<file path="config.mk">
export PLATFORM = sky130hd
export DESIGN_NAME = upc_usb_power_ctrl
export DESIGN_NICKNAME = d
export VERILOG_FILES = /design/src/core/upc_pkg.sv /design/src/core/upc_usb_power_ctrl.sv
export SDC_FILE = /design/constraint.sdc
export NUM_CORES = 1
export LEC_CHECK = 0
export ABC_AREA = 1
export BUFFER_PORTS_ARGS = -buffer_cell sky130_fd_sc_hd__buf_2
export CAP_MARGIN = 20
export CORE_MARGIN = 3
export CORE_UTILIZATION = 53
export CTS_BUF_LIST = sky130_fd_sc_hd__clkbuf_8
export CTS_CLUSTER_SIZE = 28
export DETAILED_ROUTE_END_ITERATION = 6
export PLACE_DENSITY = 0.88
export RECOVER_POWER = 50
export SLEW_MARGIN = 40
export SYNTH_ARGS = -nofsm -noshare
export SYNTH_HDL_FRONTEND = slang
export SYNTH_SLANG_ARGS = --single-unit
</file>
<file path="constraint.sdc">
create_clock -name clk_sys -period 8.6 [get_ports clk_sys]
set_clock_uncertainty 0.2 [all_clocks]
set_input_delay 1.29 -clock clk_sys [delete_from_list [all_inputs] [get_ports clk_sys]]
set_output_delay 1.29 -clock clk_sys [all_outputs]
set_load 0.01 [all_outputs]
</file>
<file path="src/core/upc_pkg.sv">
package upc_pkg;
    // Register indexes; byte address is four times the index
    localparam logic [5:0] IDX_FUNCTION_ADDRESS_REG = 6'h00;
    localparam logic [5:0] IDX_PWR = 6'h01;
    localparam logic [5:0] IDX_INFLG = 6'h02;
    localparam logic [5:0] IDX_CMFLG = 6'h06;
    localparam logic [5:0] IDX_INEN = 6'h07;
    localparam logic [5:0] IDX_CMEN = 6'h0b;
    localparam logic [5:0] IDX_EPSEL = 6'h0e;
    localparam logic [5:0] IDX_CPUEN = 6'h10;
    // Power register field positions
    localparam int P_ISO = 7;
    localparam int P_INH = 4;
    localparam int P_RST = 3;
    localparam int P_RES = 2;
    localparam int P_SUSPEND_MODE_FLAG = 1;
    localparam int P_SUSPEND_DETECT_ENABLE = 0;
    // Common flag positions
    localparam int C_SOF = 3;
    localparam int C_RST = 2;
    localparam int C_RSU = 1;
    localparam int C_SUS = 0;
    // Function address field
    localparam int A_PEND = 7;
    // Values after reset
    localparam logic [6:0] RST_ADDR = 7'h00;
    localparam logic RST_INH = 1'b1;
    localparam logic [3:0] RST_FLAGS = 4'h0;
    localparam logic [3:0] RST_INEN = 4'hf;
    localparam logic [3:0] RST_CMEN = 4'h6;
    localparam logic [3:0] BUSRST_INEN = 4'hf;
    localparam logic [3:0] BUSRST_CMEN = 4'he;
    localparam logic [3:0] RST_EPSEL = 4'h0;
    localparam logic RST_CPUEN = 1'b0;
    // Remote wakeup length expected from firmware, in microseconds
    localparam int WAKE_MIN_US = 10000;
    localparam int WAKE_MAX_US = 15000;
    localparam int CLK_MHZ = 10;
    localparam int WAKE_MIN_CYC = WAKE_MIN_US * CLK_MHZ;
    localparam int WAKE_MAX_CYC = WAKE_MAX_US * CLK_MHZ;
    localparam logic [1:0] HTRANS_NONSEQ = 2'b10;
endpackage

</file>
<file path="src/core/upc_usb_power_ctrl.sv">
// Our own choice: the AHB-Lite interface to the registers.
`timescale 1ns/1ps
module upc_usb_power_ctrl (
    input wire logic clk_sys, // System clock, 10 MHz
    input wire logic rst_n, // Power-on reset, active low
    input wire logic hsel, // AHB slave select
    input wire logic [31:0] haddr, // AHB address
    input wire logic [1:0] htrans, // AHB transfer type
    input wire logic hwrite, // AHB write
    input wire logic [2:0] hsize, // AHB size
    input wire logic [31:0] hwdata, // AHB write data
    input wire logic hready, // AHB bus ready
    output logic [31:0] hrdata, // AHB read data
    output logic hreadyout, // AHB slave ready
    output logic hresp, // AHB response
    input wire logic bus_reset_sig, // Bus reset signalling present
    input wire logic suspend_sig, // Suspend signalling seen, pulse
    input wire logic resume_sig, // Resume signalling seen, pulse
    input wire logic sof_evt, // Start of frame, pulse
    input wire logic req_done, // Device request completed, pulse
    input wire logic [3:0] in_ep_evt, // IN endpoint events, pulses
    input wire logic in_packet_ready, // Iso IN packet loaded
    input wire logic in_token, // IN token for iso endpoint, pulse
    output logic [6:0] usb_addr, // Address in use
    output logic usb_enable, // Function enabled
    output logic suspended, // Suspend mode flag
    output logic resume_drive, // Drive resume on bus
    output logic fifo_flush, // Flush endpoint FIFOs, pulse
    output logic csr_clear, // Clear endpoint control regs, pulse
    output logic [3:0] ep_index, // Endpoint index
    output logic send_packet, // Send loaded packet, pulse
    output logic send_zlp, // Send zero-length packet, pulse
    output logic usb_irq // Interrupt request
);
    logic soft_rst_reg;
    logic frst_n;
    logic [6:0] addr_new_reg;
    logic [6:0] addr_act_reg;
    logic addr_pend_reg;
    logic iso_reg;
    logic inh_reg;
    logic suspend_detect_enable_reg;
    logic suspend_mode_flag_reg;
    logic resdrv_reg;
    logic rsu_seen_reg;
    logic [3:0] cm_flag_reg;
    logic [3:0] cm_flag_next;
    logic [3:0] in_flag_reg;
    logic [3:0] in_flag_next;
    logic [3:0] cm_en_reg;
    logic [3:0] in_en_reg;
    logic [3:0] epsel_reg;
    logic cpuen_reg;
    logic brst_d_reg;
    logic sof_seen_reg;
    logic flush_reg;
    logic snd_reg;
    logic zlp_reg;
    logic wr_pend_reg;
    logic [5:0] wr_idx_reg;
    logic [31:0] hrdata_reg;

    // Bus request decode
    wire take = hsel & hready & (htrans == upc_pkg::HTRANS_NONSEQ);
    wire [5:0] a_idx = haddr[7:2];
    wire rd = take & ~hwrite;
    wire mapped = (haddr[31:8] == 24'h000000);
    wire [7:0] wd = hwdata[7:0];
    wire wr_addr = wr_pend_reg & (wr_idx_reg == upc_pkg::IDX_FUNCTION_ADDRESS_REG);
    wire wr_pwr = wr_pend_reg & (wr_idx_reg == upc_pkg::IDX_PWR);
    wire wr_inen = wr_pend_reg & (wr_idx_reg == upc_pkg::IDX_INEN);
    wire wr_cmen = wr_pend_reg & (wr_idx_reg == upc_pkg::IDX_CMEN);
    wire wr_sel = wr_pend_reg & (wr_idx_reg == upc_pkg::IDX_EPSEL);
    wire wr_cpu = wr_pend_reg & (wr_idx_reg == upc_pkg::IDX_CPUEN);
    wire rd_cm = rd & mapped & (a_idx == upc_pkg::IDX_CMFLG);
    wire rd_in = rd & mapped & (a_idx == upc_pkg::IDX_INFLG);

    // Traffic gated by inhibit
    wire live = ~inh_reg;
    wire brst_rise = live & bus_reset_sig & ~brst_d_reg;
    wire sus_det = live & suspend_sig & suspend_detect_enable_reg & ~suspend_mode_flag_reg;
    wire rsu_det = live & resume_sig & suspend_mode_flag_reg;
    wire res_end = wr_pwr & ~wd[upc_pkg::P_RES] & resdrv_reg;
    wire res_go = wr_pwr & wd[upc_pkg::P_RES] & suspend_mode_flag_reg;

    // Writing one to reset-detect fires a one-cycle function reset
    wire soft_go = wr_pwr & wd[upc_pkg::P_RST];
    assign frst_n = rst_n & ~soft_rst_reg;

    // Soft reset clears itself the next cycle and is reset only by power-on reset, so it cannot hang
    always_ff @(posedge clk_sys or negedge rst_n) begin
        if (!rst_n) begin
            soft_rst_reg <= 1'b0;
        end else begin
            soft_rst_reg <= soft_go & ~soft_rst_reg;
        end
    end

    always_ff @(posedge clk_sys or negedge frst_n) begin
        if (!frst_n) begin
            brst_d_reg <= 1'b0;
        end else begin
            brst_d_reg <= live & bus_reset_sig;
        end
    end

    // Function address
    always_ff @(posedge clk_sys or negedge frst_n) begin
        if (!frst_n) begin
            addr_new_reg <= upc_pkg::RST_ADDR;
        end else if (brst_rise) begin
            addr_new_reg <= upc_pkg::RST_ADDR;
        end else if (wr_addr) begin
            addr_new_reg <= wd[6:0];
        end
    end

    always_ff @(posedge clk_sys or negedge frst_n) begin
        if (!frst_n) begin
            addr_act_reg <= upc_pkg::RST_ADDR;
        end else if (brst_rise) begin
            addr_act_reg <= upc_pkg::RST_ADDR;
        end else if (addr_pend_reg & req_done & live) begin
            addr_act_reg <= addr_new_reg;
        end
    end

    // A write in the same cycle as completion stays pending
    always_ff @(posedge clk_sys or negedge frst_n) begin
        if (!frst_n) begin
            addr_pend_reg <= 1'b0;
        end else if (brst_rise) begin
            addr_pend_reg <= 1'b0;
        end else if (wr_addr) begin
            addr_pend_reg <= 1'b1;
        end else if (req_done & live) begin
            addr_pend_reg <= 1'b0;
        end
    end

    // Power register fields
    always_ff @(posedge clk_sys or negedge frst_n) begin
        if (!frst_n) begin
            iso_reg <= 1'b0;
            suspend_detect_enable_reg <= 1'b0;
        end else if (wr_pwr) begin
            iso_reg <= wd[upc_pkg::P_ISO];
            suspend_detect_enable_reg <= wd[upc_pkg::P_SUSPEND_DETECT_ENABLE];
        end
    end

    always_ff @(posedge clk_sys or negedge frst_n) begin
        if (!frst_n) begin
            inh_reg <= upc_pkg::RST_INH;
        end else if (wr_pwr & ~wd[upc_pkg::P_INH]) begin
            inh_reg <= 1'b0;
        end
    end

    always_ff @(posedge clk_sys or negedge frst_n) begin
        if (!frst_n) begin
            resdrv_reg <= 1'b0;
        end else if (brst_rise) begin
            resdrv_reg <= 1'b0;
        end else if (res_go) begin
            resdrv_reg <= 1'b1;
        end else if (res_end) begin
            resdrv_reg <= 1'b0;
        end
    end

    // Suspend mode flag; bus reset wins, then entry wins over a clear in the same cycle
    always_ff @(posedge clk_sys or negedge frst_n) begin
        if (!frst_n) begin
            suspend_mode_flag_reg <= 1'b0;
        end else if (brst_rise) begin
            suspend_mode_flag_reg <= 1'b0;
        end else if (sus_det) begin
            suspend_mode_flag_reg <= 1'b1;
        end else if (res_end | (rd_cm & rsu_seen_reg)) begin
            suspend_mode_flag_reg <= 1'b0;
        end
    end

    always_ff @(posedge clk_sys or negedge frst_n) begin
        if (!frst_n) begin
            rsu_seen_reg <= 1'b0;
        end else if (rsu_det) begin
            rsu_seen_reg <= 1'b1;
        end else if (rd_cm | brst_rise | ~suspend_mode_flag_reg) begin
            rsu_seen_reg <= 1'b0;
        end
    end

    // Common flags: hardware sets win over read-clear
    always_comb begin
        cm_flag_next = cm_flag_reg;
        if (rd_cm | brst_rise) begin
            cm_flag_next = upc_pkg::RST_FLAGS;
        end
        if (sus_det) begin
            cm_flag_next[upc_pkg::C_SUS] = 1'b1;
        end
        if (rsu_det | res_end) begin
            cm_flag_next[upc_pkg::C_RSU] = 1'b1;
        end
        if (brst_rise) begin
            cm_flag_next[upc_pkg::C_RST] = 1'b1;
        end
        if (live & sof_evt) begin
            cm_flag_next[upc_pkg::C_SOF] = 1'b1;
        end
    end

    always_ff @(posedge clk_sys or negedge frst_n) begin
        if (!frst_n) begin
            cm_flag_reg <= upc_pkg::RST_FLAGS;
        end else begin
            cm_flag_reg <= cm_flag_next;
        end
    end

    always_comb begin
        in_flag_next = in_flag_reg;
        if (rd_in | brst_rise) begin
            in_flag_next = upc_pkg::RST_FLAGS;
        end
        if (live) begin
            in_flag_next = in_flag_next | in_ep_evt;
        end
    end

    always_ff @(posedge clk_sys or negedge frst_n) begin
        if (!frst_n) begin
            in_flag_reg <= upc_pkg::RST_FLAGS;
        end else begin
            in_flag_reg <= in_flag_next;
        end
    end

    // Per-source enables
    always_ff @(posedge clk_sys or negedge frst_n) begin
        if (!frst_n) begin
            cm_en_reg <= upc_pkg::RST_CMEN;
        end else if (brst_rise) begin
            cm_en_reg <= upc_pkg::BUSRST_CMEN;
        end else if (wr_cmen) begin
            cm_en_reg <= wd[3:0];
        end
    end

    always_ff @(posedge clk_sys or negedge frst_n) begin
        if (!frst_n) begin
            in_en_reg <= upc_pkg::RST_INEN;
        end else if (brst_rise) begin
            in_en_reg <= upc_pkg::BUSRST_INEN;
        end else if (wr_inen) begin
            in_en_reg <= wd[3:0];
        end
    end

    always_ff @(posedge clk_sys or negedge frst_n) begin
        if (!frst_n) begin
            epsel_reg <= upc_pkg::RST_EPSEL;
        end else if (brst_rise) begin
            epsel_reg <= upc_pkg::RST_EPSEL;
        end else if (wr_sel) begin
            epsel_reg <= wd[3:0];
        end
    end

    // Processor-level enable lives outside the function reset
    always_ff @(posedge clk_sys or negedge rst_n) begin
        if (!rst_n) begin
            cpuen_reg <= upc_pkg::RST_CPUEN;
        end else if (wr_cpu) begin
            cpuen_reg <= wd[0];
        end
    end

    always_ff @(posedge clk_sys or negedge frst_n) begin
        if (!frst_n) begin
            flush_reg <= 1'b0;
        end else begin
            flush_reg <= brst_rise;
        end
    end

    // Iso update: hold the packet until a frame start has been seen
    wire iso_tok = live & in_token & in_packet_ready;
    always_ff @(posedge clk_sys or negedge frst_n) begin
        if (!frst_n) begin
            sof_seen_reg <= 1'b0;
        end else if (live & sof_evt) begin
            sof_seen_reg <= 1'b1;
        end else if (iso_tok | ~in_packet_ready) begin
            sof_seen_reg <= 1'b0;
        end
    end

    wire iso_ok = ~iso_reg | sof_seen_reg;
    always_ff @(posedge clk_sys or negedge frst_n) begin
        if (!frst_n) begin
            snd_reg <= 1'b0;
            zlp_reg <= 1'b0;
        end else begin
            snd_reg <= iso_tok & iso_ok;
            zlp_reg <= iso_tok & ~iso_ok;
        end
    end

    // Bus slave: writes land in the data phase, reads sample at address
    always_ff @(posedge clk_sys or negedge rst_n) begin
        if (!rst_n) begin
            wr_pend_reg <= 1'b0;
            wr_idx_reg <= 6'h3f;
        end else begin
            wr_pend_reg <= take & hwrite & mapped;
            wr_idx_reg <= a_idx;
        end
    end

    wire [7:0] pwr_rd = {iso_reg, 2'b00, inh_reg, bus_reset_sig,
                         resdrv_reg, suspend_mode_flag_reg, suspend_detect_enable_reg};
    wire [7:0] rd_mux =
        (a_idx == upc_pkg::IDX_FUNCTION_ADDRESS_REG) ? {addr_pend_reg, addr_new_reg} :
        (a_idx == upc_pkg::IDX_PWR) ? pwr_rd :
        (a_idx == upc_pkg::IDX_INFLG) ? {4'h0, in_flag_reg} :
        (a_idx == upc_pkg::IDX_CMFLG) ? {4'h0, cm_flag_reg} :
        (a_idx == upc_pkg::IDX_INEN) ? {4'h0, in_en_reg} :
        (a_idx == upc_pkg::IDX_CMEN) ? {4'h0, cm_en_reg} :
        (a_idx == upc_pkg::IDX_EPSEL) ? {4'h0, epsel_reg} :
        (a_idx == upc_pkg::IDX_CPUEN) ? {7'h00, cpuen_reg} : 8'h00;

    always_ff @(posedge clk_sys or negedge rst_n) begin
        if (!rst_n) begin
            hrdata_reg <= 32'h00000000;
        end else if (rd) begin
            hrdata_reg <= {24'h000000, mapped ? rd_mux : 8'h00};
        end
    end

    wire any_irq = |(cm_flag_reg & cm_en_reg) | |(in_flag_reg & in_en_reg);

    assign hrdata = hrdata_reg;
    assign hreadyout = 1'b1;
    assign hresp = 1'b0;
    assign usb_addr = addr_act_reg;
    assign usb_enable = live;
    assign suspended = suspend_mode_flag_reg;
    assign resume_drive = resdrv_reg;
    assign fifo_flush = flush_reg;
    assign csr_clear = flush_reg;
    assign ep_index = epsel_reg;
    assign send_packet = snd_reg;
    assign send_zlp = zlp_reg;
    assign usb_irq = any_irq & cpuen_reg;
endmodule

</file>
Yosys cells after proc, flatten, opt, wreduce, memory -nomap -nowiden
Index checks and enable logic that the tools add are counted.

cells by class
  div/mod/pow operators = 0
  bitwise gates (word level) = 60
  mux-type cells = 39
  magnitude comparators = 0
  equal/unequal tests = 13
  reduce and logical (&&, ||, !) cells = 19
  multipliers = 0
  shifts and indexed selects = 0
  $add $sub $neg = 0

operator list
  cell                                                                   number
  4-bit 2-to-1 mux                                                       14
  1-bit AND                                                              39
  7-bit 2-to-1 mux                                                       4
  6-bit by 4-bit equality test with 1-bit output, second input constant  4
  24-bit logical NOT                                                     1
  8-bit 2-to-1 mux                                                       3
  2-bit nonzero test                                                     11
  6-bit by 3-bit equality test with 1-bit output, second input constant  3
  1-bit 2-to-1 mux                                                       18
  6-bit by 1-bit equality test with 1-bit output, second input constant  2
  6-bit by 5-bit equality test with 1-bit output, second input constant  2
  6-bit logical NOT                                                      2
  1-bit inverter                                                         10
  3-bit nonzero test                                                     3
  4-bit AND                                                              2
  1-bit OR                                                               8
  4-bit OR reduction                                                     2
  6-bit by 2-bit equality test with 1-bit output, second input constant  1
  4-bit OR                                                               1
  2-bit equality test, second input constant                             1

word-level totals
  bits in registers = 63
  bits in writable memories = 0
  logic and storage cells = 158
  memories = 0
  bits of input ports = 85
  output and inout port bits = 53
  latch bits = 0
  ROM bits = 0

Logic depth before layout (Yosys ltp)
  depth after elaboration = 10
  gate-level depth with buffers = 9
  mapped depth without buffers = 9

Least setup slack after synthesis
No wires, ideal clock.

  path kind = flip-flop to output port
  start = register cm_en_reg[0]
  end = output usb_irq
  arrival time = 0.919 ns
  required time = 7.110 ns
  path slack = 6.191 ns
  cell stages (with the launch flop) = 4
  path buffers = 0
  path through = dfrtp_1 > a22o_1 > a221oi_1 > a21oi_1

between the ends
  cells in the longest elaborated chain, start to end = 4

ends and longest elaborated chain
  element                   line                       RTL
  start: declaration        upc_usb_power_ctrl.sv:50   logic [3:0] cm_en_reg;
  start signal: assignment  upc_usb_power_ctrl.sv:244  cm_en_reg <= upc_pkg::RST_CMEN;
  start signal: assignment  upc_usb_power_ctrl.sv:246  cm_en_reg <= upc_pkg::BUSRST_CMEN;
  start signal: assignment  upc_usb_power_ctrl.sv:248  cm_en_reg <= wd[3:0];
  4-bit AND                 upc_usb_power_ctrl.sv:343  wire any_irq = |(cm_flag_reg & cm_en_reg) | |(in_flag_reg & in_en_reg);
  4-bit OR reduction        upc_usb_power_ctrl.sv:343
  1-bit OR                  upc_usb_power_ctrl.sv:343
  1-bit AND                 upc_usb_power_ctrl.sv:357  assign usb_irq = any_irq & cpuen_reg;
  end: declaration          upc_usb_power_ctrl.sv:33   output logic usb_irq

Every way passes these cells.

==> key figures <==
Cells and area
  • Share of post-route cells with drive strength above 1: 24.8%
  • Post-route insts no fill: 552
  • Footprint of the multi-input gates: 1290 µm²
  • Seq. cell area: 1590 µm²
  • Area Growth Syn to Fin: 17.0%
  • Filler cells: 474
  • Largest register FFs: 8
  • Diode count: 0
  • Final #Nets: 561

Routing
  • Pre-antenna DRT Iters: 5
  • DR WL/cell: 14.8 µm
  • 1st-iter DRT viols: 315
  • Via count: 2903
  • Antenna-violating nets left: 0
  • Vias per cell: 5.26
  • DRT Wirelength: 8170 µm
  • DRC: 0

STA
  • Period utilization: 50.6%
  • Setup violations, final: 0
  • RSZ-0062 raised after global routing: no
  • Post-route setup TNS: 0 ns
  • Max Slew Vio Count: 47
  • Final hold vios: 0
  • Fmax: 230 MHz
  • Crit path time final: 4.35 ns
  • Relative slew slack: -64.5%
  • Slew @ Worst Pin: 2.47 ns
  • Setup ws final: 4.25 ns

Clock network
  • Clock Pin Slew Worst Setup and Hold Paths: 0.07 ns
  • Hold Buf Count CTS: 0
  • CTS sink count: 63
  • Max clock buf depth: 2
  • Clk Latency, worst-skew pair: 0.36 ns
  • Setup bufs post-CTS: 0
  • Clk root buf: clkbuf_8
  • Clock H-tree levels: 3
  • Post-cts sizing count: 0
  • CTS tree: built
  • Total CTS buffers: 9

Floorplan
  • Cell Rows: 27
  • Starting density of the core: 56.7%
  • Die Area: 7040 µm²
  • Die Span Y: 83.9 µm
  • # IOs: 138
  • Die Wd: 83.9 µm
  • Core Footprint: 5680 µm²

GRT
  • Vias in the first global route: 2786
  • Initial antenna violation count: 0
  • Global-route wire length before repair: 13300 µm
  • Remaining Overflow, GRT: 0
  • Pin count of the biggest net entering global routing: 47
  • All-layer global routing usage: 24.1%

Critical path
  • Register-to-Register Setup Slack: 5.70 ns
  • Worst Path Arrival: 4.09 ns
  • Reg-to-reg endpoint: in_flag_reg[0]
  • WS Path Type: input pin to async pin
  • Data required, critical path: 8.34 ns
  • Worst reg2reg path depth: 2
  • Worst setup EP type: async pin
  • Startpoint class of the critical path: input pin
  • Reg2reg start: soft_rst_reg
  • Crit-path max FO: 46

Synth
  • Synthesized cell area: 3220 µm²
  • Post-synth top cells: 82 x nand2_1, 50 x dfrtp_1, 45 x inv_1
  • EDFF count, synth: 0
  • Area contributors post-synth: dfrtp_1 39%, dfstp_2 11%, nand2_1 9.6%
  • Post-Synthesis Cells: 390
  • Async SR Flop Fraction: 100%
  • Synth top area share: 38.9%
  • Sequential-to-total area share from yosys stat: 49.5%
  • Unique masters post-synth: 36
  • Mean post-synth cell area: 8.25 µm²
  • Yosys top cell by area: dfrtp_1
  • #FFs+latches synth: 63
  • Top FF cell, synth: dfrtp_1
  • Top-count cell post-synth: nand2_1
  • Yosys warns: 0

Placement
  • Pre-CTS setup slack: 5.35 ns
  • I/O Buffers: 82
  • Placer Congestion: 0.978
  • Dpl cells: 537
  • Post-DP HPWL: 6200 µm

Pwr
  • Leakage: 2.02 nW
  • Power per standard cell area: 163 nW/µm²
  • Worst vdd ir: 138 µV

Min path
  • WHS Endpoint: send_zlp
  • HP Class: flip-flop to flip-flop
  • Hold Startpoint: sof_seen_reg
  • Hold Crit Depth: 1

Run status
  • Failing checks: max-capacitance violations, max-slew violations
  • Status: finished, violations left

Run
  • MaxCap Viol Count: 1
==> layer usage <==
layer | share of wire (%) | GRT usage, %
met1 | 41 | 31.0
met2 | 50 | 39.6
met3 | 7.5 | 7.40
met4 | 1.1 | 6.73
met5 | 0 | 0
==> cell usage in the layout (no fill, tap or decap), types with 3 or more instances in the layout <==
| master | n |
|---|---|
| nor2_4 | 3 |
| nor2_1 | 36 |
| nand4_1 | 12 |
| nand3_1 | 35 |
| dfstp_2 | 13 |
| nand2_1 | 82 |
| inv_2 | 5 |
| inv_1 | 45 |
| a21oi_1 | 9 |
| buf_2 | 74 |
| clkbuf_1 | 9 |
| conb_1 | 26 |
| o21ai_0 | 24 |
| nor3_1 | 4 |
| o21ai_1 | 8 |
| dfrtp_1 | 50 |
| a22oi_1 | 4 |
| clkbuf_8 | 10 |
| a31oi_1 | 3 |
==> cell families (layout without fill, tap and decap cells) <==
family | count (synthesis) | count (layout) | synth area share (%)
AO/OA/AOI/OAI | 58 | 58 | 10.4
buffers and inverters | 82 | 148 | 12.8
flip-flops | 63 | 63 | 49.5
other | 2 | 26 | 0.233
AND/OR/NAND/NOR | 185 | 185 | 27.0
==> where the power goes <==
group          total, mW  internal [mW]  switching, mW
sequential         0.309          0.304        0.00450
combinational     0.0464         0.0155         0.0309
clock              0.259          0.140          0.119
total              0.614          0.459          0.155
==> worst max-delay path: stages <==
cell      delay (ns)
clkbuf_1        0.72
inv_1           0.19
nor2_4          0.11
clkbuf_1        1.76
==> how the worst max path moves through the flow <==
stage	cells after the start	startpoint	end	slack [ns]
floorplan	2	rst_n	addr_new_reg[0]	4.50
global placement	8	bus_reset_sig	addr_new_reg[3]	5.30
detailed placement	8	bus_reset_sig	addr_new_reg[1]	5.35
CTS	4	cm_en_reg[0]	usb_irq	5.63
global route	4	rst_n	usb_addr[5]	3.64
finish	4	rst_n	in_flag_reg[0]	4.25
==> per-stage QoR <==
stage	hold slack [ns]	power (mW)	util, %	area [µm²]
2_1_floorplan	0.207	0.345	-	3310
3_3_place_gp	0.254	0.359	63.4	3600
3_5_place_dp	0.260	0.361	63.4	3600
4_1_cts	0.270	0.616	66.8	3790
5_1_grt	0.303	0.640	66.3	3760
6_report	0.268	0.614	66.3	3760
==> final cells by class <==
type	instances	share of cell area (%)
Sequential cell	63	42.3
Multi-Input combinational cell	269	34.3
Timing Repair Buffer	83	10.7
Inverter	50	4.99
Clock buffer	10	3.66
Tap cell	72	2.39
Clock inverter	5	1.56
Power figures use the tool's default switching activity.
